File: src/mfp_out_pkg.sv
// constants and types for the multi-function pin output block
// assumes an 8-bit paged register port driven by the control interface
package mfp_out_pkg;

  // -------------------------------------------------------------
  // register map (page 0)
  // -------------------------------------------------------------
  localparam logic [7:0] REG_PAGE = 8'h00;
  localparam logic [7:0] BIDIR_CFG_ADDR = 8'h21;
  localparam logic [7:0] OUT_PIN1_CFG_ADDR = 8'h22;
  localparam logic [7:0] OUT_PIN2_CFG_ADDR = 8'h23;
  localparam logic [7:0] OUT_PIN3_CFG_ADDR = 8'h24;
  localparam logic [7:0] OUT_PIN4_CFG_ADDR = 8'h25;
  localparam logic [7:0] PIN_OUTPUT_LEVELS_ADDR = 8'h29;
  localparam logic [7:0] PIN_INPUT_MONITOR_ADDR = 8'h2a;

  // -------------------------------------------------------------
  // field layout
  // -------------------------------------------------------------
  localparam int NUM_PINS = 5;
  localparam int FUNC_LSB = 4;
  localparam int DRIVE_LSB = 0;
  localparam int LEVEL_TOP_BIT = 7;
  localparam int MON_BIT = 7;

  // -------------------------------------------------------------
  // function codes
  // -------------------------------------------------------------
  localparam logic [3:0] FUNC_DISABLED = 4'h0;
  localparam logic [3:0] FUNC_GEN_OUT = 4'h1;
  localparam logic [3:0] FUNC_IRQ_OUT = 4'h2;
  localparam logic [3:0] FUNC_SEC_SERIAL = 4'h3;
  localparam logic [3:0] FUNC_PDM_CLK = 4'h4;
  localparam logic [3:0] FUNC_GEN_IN = 4'h9;

  // -------------------------------------------------------------
  // drive style codes
  // -------------------------------------------------------------
  localparam logic [2:0] DRV_HIZ = 3'h0;
  localparam logic [2:0] DRV_PUSH_PULL = 3'h1;
  localparam logic [2:0] DRV_LOW_WEAKHI = 3'h2;
  localparam logic [2:0] DRV_LOW_HIZ = 3'h3;
  localparam logic [2:0] DRV_WEAKLO_HIGH = 3'h4;
  localparam logic [2:0] DRV_HIZ_HIGH = 3'h5;

  // -------------------------------------------------------------
  // reset values
  // -------------------------------------------------------------
  localparam logic [3:0] RST_BIDIR_FUNC = 4'h2;
  localparam logic [2:0] RST_BIDIR_DRIVE = 3'h2;
  localparam logic [3:0] RST_OUT_FUNC = 4'h0;
  localparam logic [2:0] RST_OUT_DRIVE = 3'h0;
  localparam logic [4:0] RST_LEVELS = 5'h00;

  // -------------------------------------------------------------
  // types
  // -------------------------------------------------------------
  typedef struct packed {
    logic [3:0] func;
    logic [2:0] drive;
  } pin_cfg_t;

  typedef struct packed {
    logic [7:0] page;
    logic [7:0] addr;
    logic [7:0] wdata;
    logic wr;
    logic rd;
  } reg_req_t;

  typedef struct packed {
    logic [NUM_PINS-1:0] value;
    logic [NUM_PINS-1:0] strong_en;
    logic [NUM_PINS-1:0] weak_en;
  } pin_drive_t;

endpackage

File: src/pin_drive_ctrl.sv
// per-pin function mux and drive-style decoder, purely combinational
// assumes the caller registers the outputs before they reach the pad
`timescale 1ns/1ps
module pin_drive_ctrl
  import mfp_out_pkg::*;
(
  input wire logic [3:0] i_func, // selected pin function
  input wire logic [2:0] i_drive, // selected drive style
  input wire logic i_level, // software output level
  input wire logic i_irq, // internal interrupt source
  input wire logic i_sec_serial, // internal secondary serial data
  input wire logic i_pdm_clk, // internal pdm clock
  output logic o_value, // level toward the pad
  output logic o_strong_en, // active drive enable
  output logic o_weak_en // weak drive enable
);

  always_comb begin
    logic src;
    logic known;
    src = 1'b0;
    known = 1'b1;
    o_value = 1'b0;
    o_strong_en = 1'b0;
    o_weak_en = 1'b0;
    case (i_func)
      FUNC_GEN_OUT: src = i_level;
      FUNC_IRQ_OUT: src = i_irq;
      FUNC_SEC_SERIAL: src = i_sec_serial;
      FUNC_PDM_CLK: src = i_pdm_clk;
      default: known = 1'b0;
    endcase
    if (known) begin
      o_value = src;
      if (i_func == FUNC_SEC_SERIAL) begin
        o_strong_en = 1'b1;
      end else begin
        case (i_drive)
          DRV_PUSH_PULL: o_strong_en = 1'b1;
          DRV_LOW_WEAKHI: begin
            o_strong_en = ~src;
            o_weak_en = src;
          end
          DRV_LOW_HIZ: o_strong_en = ~src;
          DRV_WEAKLO_HIGH: begin
            o_strong_en = src;
            o_weak_en = ~src;
          end
          DRV_HIZ_HIGH: o_strong_en = src;
          default: o_strong_en = 1'b0;
        endcase
      end
    end
  end

endmodule // pin_drive_ctrl

File: src/mfp_out_top.sv
// multi-function pin configuration, output level and input monitor registers
// assumes page/address/strobes synchronous to i_ref_clk, one access per cycle
`timescale 1ns/1ps
module mfp_out_top
  import mfp_out_pkg::*;
(
  input wire logic i_ref_clk, // 40 MHz device clock
  input wire logic i_rst_n, // async reset, active low
  input wire logic [7:0] i_reg_page, // register page
  input wire logic [7:0] i_reg_addr, // register address
  input wire logic [7:0] i_reg_wdata, // write data
  input wire logic i_reg_wr, // write strobe
  input wire logic i_reg_rd, // read strobe
  input wire logic i_irq, // internal interrupt source
  input wire logic i_sec_serial, // internal secondary serial data
  input wire logic i_pdm_clk, // internal pdm clock
  input wire logic i_bidir_pin_in, // bidirectional pin input level
  output logic [7:0] o_reg_rdata, // read data
  output logic o_reg_rvalid, // read data valid pulse
  output logic [NUM_PINS-1:0] o_pin_value, // pad level, bit 0 bidir
  output logic [NUM_PINS-1:0] o_pin_strong_en, // active drive enable
  output logic [NUM_PINS-1:0] o_pin_weak_en // weak drive enable
);

  // -------------------------------------------------------------
  // state
  // -------------------------------------------------------------
  typedef struct packed {
    pin_cfg_t [NUM_PINS-1:0] cfg;
    logic [NUM_PINS-1:0] levels;
    logic mon;
    logic [7:0] rdata;
    logic rvalid;
    pin_drive_t drv;
  } state_t;

  state_t st_ff;
  state_t nxt_st;
  reg_req_t req;
  wire pin_drive_t drv_comb;

  assign req = '{page: i_reg_page, addr: i_reg_addr, wdata: i_reg_wdata,
                 wr: i_reg_wr, rd: i_reg_rd};

  // -------------------------------------------------------------
  // per-pin drive decode
  // -------------------------------------------------------------
  genvar g;
  generate
    for (g = 0; g < NUM_PINS; g++) begin : g_pin
      pin_drive_ctrl pin_drive_ctrl_inst (
        .i_func(st_ff.cfg[g].func),
        .i_drive(st_ff.cfg[g].drive),
        .i_level(st_ff.levels[NUM_PINS-1-g]),
        .i_irq(i_irq),
        .i_sec_serial(i_sec_serial),
        .i_pdm_clk(i_pdm_clk),
        .o_value(drv_comb.value[g]),
        .o_strong_en(drv_comb.strong_en[g]),
        .o_weak_en(drv_comb.weak_en[g])
      );
    end
  endgenerate

  // -------------------------------------------------------------
  // register file and next state
  // -------------------------------------------------------------
  always_comb begin
    logic on_page;
    logic [7:0] cfg_lo;
    on_page = (req.page == REG_PAGE);
    cfg_lo = BIDIR_CFG_ADDR;
    nxt_st = st_ff;
    nxt_st.drv = drv_comb;
    nxt_st.rvalid = 1'b0;
    nxt_st.mon = (st_ff.cfg[0].func == FUNC_GEN_IN) ? i_bidir_pin_in : 1'b0;
    if (req.wr && on_page) begin
      for (int i = 0; i < NUM_PINS; i++) begin
        if (req.addr == cfg_lo + 8'(i)) begin
          nxt_st.cfg[i].func = req.wdata[FUNC_LSB +: 4];
          nxt_st.cfg[i].drive = req.wdata[DRIVE_LSB +: 3];
        end
      end
      if (req.addr == PIN_OUTPUT_LEVELS_ADDR) begin
        nxt_st.levels = req.wdata[LEVEL_TOP_BIT -: NUM_PINS];
      end
    end
    if (req.rd) begin
      nxt_st.rvalid = 1'b1;
      nxt_st.rdata = 8'h00;
      if (on_page) begin
        for (int i = 0; i < NUM_PINS; i++) begin
          if (req.addr == cfg_lo + 8'(i)) begin
            nxt_st.rdata = {st_ff.cfg[i].func, 1'b0, st_ff.cfg[i].drive};
          end
        end
        if (req.addr == PIN_OUTPUT_LEVELS_ADDR) begin
          nxt_st.rdata = {st_ff.levels, 3'h0};
        end
        if (req.addr == PIN_INPUT_MONITOR_ADDR) begin
          nxt_st.rdata = {st_ff.mon, 7'h00};
        end
      end
    end
  end

  always_ff @(posedge i_ref_clk or negedge i_rst_n) begin
    if (!i_rst_n) begin
      st_ff <= '0;
      st_ff.cfg[0].func <= RST_BIDIR_FUNC;
      st_ff.cfg[0].drive <= RST_BIDIR_DRIVE;
      for (int i = 1; i < NUM_PINS; i++) begin
        st_ff.cfg[i].func <= RST_OUT_FUNC;
        st_ff.cfg[i].drive <= RST_OUT_DRIVE;
      end
      st_ff.levels <= RST_LEVELS;
    end else begin
      st_ff <= nxt_st;
    end
  end

  assign o_reg_rdata = st_ff.rdata;
  assign o_reg_rvalid = st_ff.rvalid;
  assign o_pin_value = st_ff.drv.value;
  assign o_pin_strong_en = st_ff.drv.strong_en;
  assign o_pin_weak_en = st_ff.drv.weak_en;

  // -------------------------------------------------------------
  // assertions
  // -------------------------------------------------------------
  property p_pin3_gen_out;
    @(posedge i_ref_clk) disable iff (!i_rst_n)
    (st_ff.cfg[3].func == FUNC_GEN_OUT && st_ff.cfg[3].drive == DRV_PUSH_PULL)
      |=> o_pin_strong_en[3] && (o_pin_value[3] == $past(st_ff.levels[1]));
  endproperty
  a_pin3_gen_out: assert property (p_pin3_gen_out) else $error("pin3 level wrong");

  property p_pin4_pdm;
    @(posedge i_ref_clk) disable iff (!i_rst_n)
    (st_ff.cfg[4].func == FUNC_PDM_CLK) |=> (o_pin_value[4] == $past(i_pdm_clk));
  endproperty
  a_pin4_pdm: assert property (p_pin4_pdm) else $error("pin4 pdm clock wrong");

  property p_weak_high;
    @(posedge i_ref_clk) disable iff (!i_rst_n)
    (st_ff.cfg[3].func == FUNC_GEN_OUT && st_ff.cfg[3].drive == DRV_LOW_WEAKHI
      && st_ff.levels[1]) |=> o_pin_weak_en[3] && !o_pin_strong_en[3];
  endproperty
  a_weak_high: assert property (p_weak_high) else $error("weak high style wrong");

  property p_serial_ignores_drive;
    @(posedge i_ref_clk) disable iff (!i_rst_n)
    (st_ff.cfg[4].func == FUNC_SEC_SERIAL) |=>
      o_pin_strong_en[4] && !o_pin_weak_en[4] && (o_pin_value[4] == $past(i_sec_serial));
  endproperty
  a_serial_ignores_drive: assert property (p_serial_ignores_drive) else $error("serial drive");

  property p_cfg_readback;
    @(posedge i_ref_clk) disable iff (!i_rst_n)
    (req.wr && !req.rd && req.page == REG_PAGE && req.addr == OUT_PIN4_CFG_ADDR)
      ##1 !req.wr
      ##1 (req.rd && req.page == REG_PAGE && req.addr == OUT_PIN4_CFG_ADDR)
      |=> o_reg_rvalid && (o_reg_rdata == ($past(i_reg_wdata, 3) & 8'hf7));
  endproperty
  a_cfg_readback: assert property (p_cfg_readback) else $error("cfg readback wrong");

  property p_bidir_gen_out;
    @(posedge i_ref_clk) disable iff (!i_rst_n)
    (st_ff.cfg[0].func == FUNC_GEN_OUT && st_ff.cfg[0].drive == DRV_PUSH_PULL)
      |=> o_pin_strong_en[0] && (o_pin_value[0] == $past(st_ff.levels[4]));
  endproperty
  a_bidir_gen_out: assert property (p_bidir_gen_out) else $error("bidir level wrong");

  property p_levels_read;
    @(posedge i_ref_clk) disable iff (!i_rst_n)
    (req.rd && req.page == REG_PAGE && req.addr == PIN_OUTPUT_LEVELS_ADDR)
      |=> o_reg_rdata[2:0] == 3'h0 && o_reg_rdata[7:3] == $past(st_ff.levels);
  endproperty
  a_levels_read: assert property (p_levels_read) else $error("levels read wrong");

  property p_monitor;
    @(posedge i_ref_clk) disable iff (!i_rst_n)
    (st_ff.cfg[0].func == FUNC_GEN_IN && $stable(st_ff.cfg[0].func)) ##0
      (req.rd && req.page == REG_PAGE && req.addr == PIN_INPUT_MONITOR_ADDR)
      |=> o_reg_rdata == {$past(i_bidir_pin_in, 2), 7'h00};
  endproperty
  a_monitor: assert property (p_monitor) else $error("monitor value wrong");

  property p_reserved_undriven;
    @(posedge i_ref_clk) disable iff (!i_rst_n)
    (st_ff.cfg[4].func > FUNC_PDM_CLK || (st_ff.cfg[4].drive > DRV_HIZ_HIGH
      && st_ff.cfg[4].func != FUNC_SEC_SERIAL)) |=> !o_pin_strong_en[4] && !o_pin_weak_en[4];
  endproperty
  a_reserved_undriven: assert property (p_reserved_undriven) else $error("reserved drives");

  property p_irq_source;
    @(posedge i_ref_clk) disable iff (!i_rst_n)
    (st_ff.cfg[4].func == FUNC_IRQ_OUT) |=> (o_pin_value[4] == $past(i_irq));
  endproperty
  a_irq_source: assert property (p_irq_source) else $error("irq source wrong");

  c_levels_write: cover property (@(posedge i_ref_clk) disable iff (!i_rst_n)
    req.wr && req.addr == PIN_OUTPUT_LEVELS_ADDR);
  c_serial_mode: cover property (@(posedge i_ref_clk) disable iff (!i_rst_n)
    st_ff.cfg[4].func == FUNC_SEC_SERIAL);
  c_bidir_input: cover property (@(posedge i_ref_clk) disable iff (!i_rst_n)
    st_ff.cfg[0].func == FUNC_GEN_IN ##1 st_ff.mon);

endmodule // mfp_out_top

File: config.mk
export PLATFORM = sky130hd
export DESIGN_NAME = mfp_out_top
export DESIGN_NICKNAME = d
export VERILOG_FILES = /design/src/mfp_out_pkg.sv /design/src/pin_drive_ctrl.sv /design/src/mfp_out_top.sv
export SDC_FILE = /design/constraint.sdc
export NUM_CORES = 1
export LEC_CHECK = 0
export ABC_CLOCK_PERIOD_IN_PS = 4019
export BUFFER_PORTS_ARGS = -buffer_cell sky130_fd_sc_hd__buf_2
export CELL_PAD_IN_SITES_DETAIL_PLACEMENT = 2
export CELL_PAD_IN_SITES_GLOBAL_PLACEMENT = 2
export CORE_UTILIZATION = 40
export DETAILED_ROUTE_END_ITERATION = 10
export HOLD_SLACK_MARGIN = 0.12
export PLACE_DENSITY_LB_ADDON = 0.05
export SLEW_MARGIN = 40
export SYNTH_ARGS = -nofsm -noshare
export SYNTH_HDL_FRONTEND = slang
export SYNTH_SLANG_ARGS = --single-unit
File: constraint.sdc
create_clock -name i_ref_clk -period 4.02 [get_ports i_ref_clk]
set_input_delay 0.402 -clock i_ref_clk [delete_from_list [all_inputs] [get_ports i_ref_clk]]
set_output_delay 0.402 -clock i_ref_clk [all_outputs]
set_load 0.03 [all_outputs]
[After elaboration in Yosys (flattened, before gate mapping)]
Cells that the tools add are included.
Word-level totals
  output and inout bits: 24
  flip-flop bits (word level): 65
Operators by class
  eq/ne operators: 53
  bitwise operators: 5
  muxes and demuxes: 55
  reduce and logical (&&, ||, !) cells: 23
Operator list (count)
  8-bit 2-to-1 mux: 8
  8-bit by 6-bit == test with 1-bit output (second input constant): 7
  4-bit by 2-bit == test with 1-bit output (second input constant): 10
  1-bit 2-to-1 mux: 32
  3-bit by 2-bit == test with 1-bit output (second input constant): 10
  3-bit == test (second input constant): 10
  4-bit by 1-bit == test with 1-bit output (second input constant): 5
  4-bit by 3-bit == test with 1-bit output (second input constant): 5
  1-bit one-hot mux with 4 select lines: 5
  2-bit OR reduction: 10
  4-bit OR reduction: 5
  3-bit by 1-bit == test with 1-bit output (second input constant): 5
  1-bit one-hot mux with 3 select lines: 5
  2-bit AND reduction: 6
  1-bit one-hot mux with 2 select lines: 5
  8-bit zero test: 1
  1-bit inverter: 5
  4-bit == test (second input constant): 1
  1-bit logical AND: 1

[Longest topological paths before layout]
  word-level depth: 9
  depth in mapped cells: 7
  gate-level depth less buffers: 5

[Cells and area by module]
Synthesis repeated with hierarchy kept, for this count alone.
Second synthesis, totals
  cell total of the unflattened synthesis: 320
  area, all modules: 3743.6 µm²
By module, submodules not included
  mfp_out_top: cells each 220, area each 2899.0 µm², instances 1
  pin_drive_ctrl: cells each 20, area each 168.9 µm², instances 5

[Worst setup path after synthesis]
OpenSTA, ideal clock, no wires.
  kind: input to register
  from: input port i_reg_page[1]
  to: register st_ff[30] (netlist bit)
  slack: 1978 ps
  data required time: 3895 ps
  library setup time: 125 ps
  arrival: 1917 ps
  stages on the path: 5
  path through: or4_1 nor2_2 nand2_4 nor4_4 mux2_2
On the way
  longest elaborated chain between the ends: 3
RTL lines
  from (decl): line mfp_out_top.sv:9  | input wire logic [7:0] i_reg_page,
  8-bit zero test: line mfp_out_top.sv:71  | on_page = (req.page == REG_PAGE);
  1-bit logical AND: line mfp_out_top.sv:77  | if (req.wr && on_page) begin
  2-bit AND reduction (no source line)
  to (signal assigned): line mfp_out_top.sv:118  | st_ff <= nxt_st;
  to (decl): line mfp_out_top.sv:37  | state_t st_ff;
No other way between the ends.
A chain may end at the register's enable or synchronous reset.

[Worst setup path after layout]
  from: register st_ff[33] (netlist bit)
  to: register st_ff (netlist bit o_pin_strong_en[0])
On the way
  longest elaborated chain between the ends: 6
  elaborated cells between the ends (all ways): 11
  classes of those cells: 4 x eq/ne; 5 x mux; 1 x bitwise; 1 x reduce/logical
RTL lines
  4-bit by 3-bit == test with 1-bit output, or another cell as far along: line pin_drive_ctrl.sv:26  | case (i_func)
  1-bit one-hot mux with 4 select lines: line pin_drive_ctrl.sv:26
  1-bit inverter: line pin_drive_ctrl.sv:41, pin_drive_ctrl.sv:44
  1-bit one-hot mux with 3 select lines: line pin_drive_ctrl.sv:38  | case (i_drive)
  1-bit 2-to-1 mux: line pin_drive_ctrl.sv:35  | if (i_func == FUNC_SEC_SERIAL) begin
  1-bit 2-to-1 mux *: line pin_drive_ctrl.sv:33  | if (known) begin
  via g_pin[0].pin_drive_ctrl_inst.o_strong_en: line pin_drive_ctrl.sv:14  | output logic o_strong_en,
The timed path passes the listed nets; every way through them passes the cells marked *.

==> impl_metrics.py <==
metrics = {
    "final_layout": {
        "fillers": 959,
        "final_nets": 412,
        "synthToLayoutAreaGrowth_pct": 10.5,
        "seq_area_um2": 1630,
        "multi_input_area_um2": 1860,
        "drive_above_1_share_pct": 35.8,
        "antenna_cells": 0,
        "fin_area_um2": 4150,
        "fin_cells": 491,
        "utilization_pct": 45.4,
    },
    "synthesis": {
        "postSynthAreaPerCell_um2": 10.9,
        "synth-seq-cells": 65,
        "synthAdderAreaFrac_pct": 1.33,
        "synth-compound-area-share_pct": 13.4,
        "yosysTopAreaCell": "dfrtp_1",
        "synth_cells": 344,
        "synth.distinct_cells": 58,
        "synth_top_area_share_pct": 41.9,
        "ys_seq_area_share_pct": 43.3,
        "synth_top_family_by_area": "simple AND/OR/NAND/NOR gates",
        "synth-edff-count": 0,
        "synth_simple_gate_area_share_pct": 18.5,
        "syn-cell-area_um2": 3760,
        "yosysWarnings": 0,
        "synthArstFlopShare_pct": 100,
        "synth.area.mux_share_pct": 14.9,
        "synth_xor_area_share_pct": 1.17,
        "synthesis.nets": 380,
        "synth_area_leaders": "dfrtp_1, mux2_2, buf_4",
        "ys.flop_type": "dfrtp_1",
    },
    "global_routing": {
        "grtUsageTotal_pct": 23.8,
        "grt_pass1_wl_um": 17300,
        "grt_max_degree": 40,
        "antenna_found_initial": 0,
        "grt_pass1_vias": 3022,
        "grt_remaining_overflow": 0,
    },
    "worst_setup_path": {
        "criticalPathCategory": "reg -> reg",
        "regToRegEndpoint": "o_pin_strong_en[0]",
        "crit_fanout": 10,
        "start_kind": "flip-flop",
        "crit_required_ns": 4.29,
        "crit_slowest_cell": "a2111oi_0",
        "crit_start": "st_ff[33]",
        "worstReg2RegStart": "st_ff[33]",
        "reg2reg_depth": 5,
        "cp.arrival_ns": 2.45,
        "critPathMaxStageDelay_ns": 0.60,
        "crit_chain": "mux2_2 > a211o_1 > a2111oi_0 > o21ai_0 > nand2_1",
        "r2r_slack_ns": 1.84,
        "worst_setup_path_end_kind": "flip-flop",
        "endpoint": "o_pin_strong_en[0]",
    },
    "power": {
        "finalPower_mw": 1.30,
        "swShare_pct": 23.6,
        "ir_worst_vdd_v": 0.000156,
        "pwr_density_cell_nw_per_um2": 312,
        "p_clk_share_pct": 44.1,
        "seqPwrFrac_pct": 50.5,
        "leakagePower_nw": 1.98,
        "p_switching_mw": 0.307,
        "p_int_mw": 0.991,
        "p_comb_share_pct": 5.5,
    },
    "die": {
        "start_util_pct": 41.1,
        "coreArea_um2": 9150,
        "ioPinCount": 56,
        "die_area_um2": 9790,
        "dieWidth_um": 98.9,
        "rows": 35,
        "die_height_um": 98.9,
    },
    "place": {
        "pre_cts_slack_ns": 1.60,
        "hpwlAfterDp_um": 7980,
        "portBuffers": 55,
        "placed_cell_area_um2": 3950,
        "placed_cells": 475,
        "gp_congestion": 0.833,
    },
    "timing": {
        "whs_ns": 0.228,
        "finalSetupTns_ns": 0,
        "hold_viol": 0,
        "min_period_ns": 2.18,
        "finalCritPeriodShare_pct": 54.1,
        "setup_violations": 0,
        "fmax_mhz": 459,
        "max-slew-margin-rel_pct": 54.3,
        "fin_ws_ns": 1.84,
        "worst_pin_slew_ns": 0.685,
        "rsz0062_at_grt": "false",
        "slew_violations": 0,
        "fin_skew_ns": 0.00925,
    },
    "detailed_routing": {
        "drtIter0Drc": 93,
        "wl_per_cell_um": 22.1,
        "postRouteAntennaNets": 0,
        "vias": 2864,
        "drc": 0,
        "wirelength_um": 10800,
        "post_drt_via_cell_ratio": 5.83,
        "firstDrtPassIters": 4,
    },
    "clocking": {
        "cts_buffers": 9,
        "post-cts-setup-buffers": 0,
        "cts_tree": "built",
        "cts_resized": 0,
        "ctsRootBufferMaster": "clkbuf_8",
        "ctsLongestPathBuffers": 2,
        "path_clk_slew_ns": 0.07,
        "cts_sinks": 65,
        "clock_latency_ns": 0.34,
        "h-tree-depth": 3,
    },
    "min_path": {
        "hold_path.class": "in -> reg",
        "min-delay-start": "i_reg_rd",
    },
    "status": {
        "status": "finished, final reports clean",
    },
    "run": {
        "cap_viol_max_count": 0,
    },
}
-- power by group through the flow --
stage	logic, mW	registers, mW	clock network, mW
4_1_cts	0.0725	0.655	0.587
6_report	0.0712	0.655	0.572
2_1_floorplan	0.0187	0.668	0
3_5_place_dp	0.0714	0.667	0
5_1_grt	0.0774	0.654	0.612
3_3_place_gp	0.0702	0.667	0
-- synth_stat cells (4+ instances only) --
master / number
dfrtp_1: 63
mux2_2: 47
nor2_1: 26
buf_4: 23
nor2b_1: 14
o21ai_0: 12
inv_1: 11
a21oi_1: 10
a22oi_1: 9
buf_2: 8
nand2_1: 7
nor4bb_1: 6
and2_1: 5
clkbuf_1: 5
nand2b_1: 5
nor4_1: 5
a222oi_1: 4
a22o_1: 4
ha_1: 4
nand4_1: 4
nor3_1: 4
-- sequential cells by signal, summed over array words and instances (netlist names) --
name             cells
o_pin_value          5
st_ff               41
o_reg_rvalid         1
o_pin_weak_en        5
o_reg_rdata          8
o_pin_strong_en      5
-- worst min-delay path by stage --
stage,slack (ns),endpoint,cells after the start
floorplan,0.11,o_pin_strong_en[0],0
global placement,0.47,o_pin_weak_en[4],1
detailed placement,0.48,o_pin_weak_en[4],1
CTS,0.21,o_reg_rvalid,1
global route,0.21,o_reg_rvalid,1
finish,0.23,o_reg_rvalid,1
-- cell usage in the layout, fill, tap and decap left out, types with 6 or more instances in the layout --
cell type	Yosys	routed
a21oi_1	10	10
a22oi_1	9	9
buf_2	8	55
clkbuf_8	0	11
dfrtp_1	63	63
inv_1	11	11
mux2_2	47	47
nand2_1	7	7
nor2_1	26	26
nor2b_1	14	14
nor4bb_1	6	6
o21ai_0	12	12
-- kinds of logic after synthesis --
group / count (synthesis)
xor+xnor: 5
mux: 50
buf+inv: 47
compound gates: 67
fa+ha+maj: 4
simple gates: 106
flops: 65
-- repair_timing --
action | in CTS | in global routing
hold endpoints to repair | 26 | 0
hold buffers | 1 | 0
setup endpoints to repair | 0 | 0
-- critical path: cells and delay by family, from the launching register on --
kind | cells | cell delay [ns]
compound gates | 3 | 1.07
flops | 1 | 0.54
mux | 1 | 0.40
simple gates | 1 | 0.10
-- routing by layer --
metal  vias up  track usage, %  wire, um
met5         -               0         0
li1       1323               -         -
met3        13            3.76       424
met1      1445            32.4      5020
met2        83            38.2      5160
met4         0            8.96       246
-- cell type report --
type	instances	area share, %
repair buffers	57	7.05
clock buffers	12	3.73
well taps	111	3.34
flip-flops and latches	65	39.2
inverters	11	0.994
multi-input cells	232	44.7
clock inverters	3	0.964
Power figures use the tool's default switching activity.
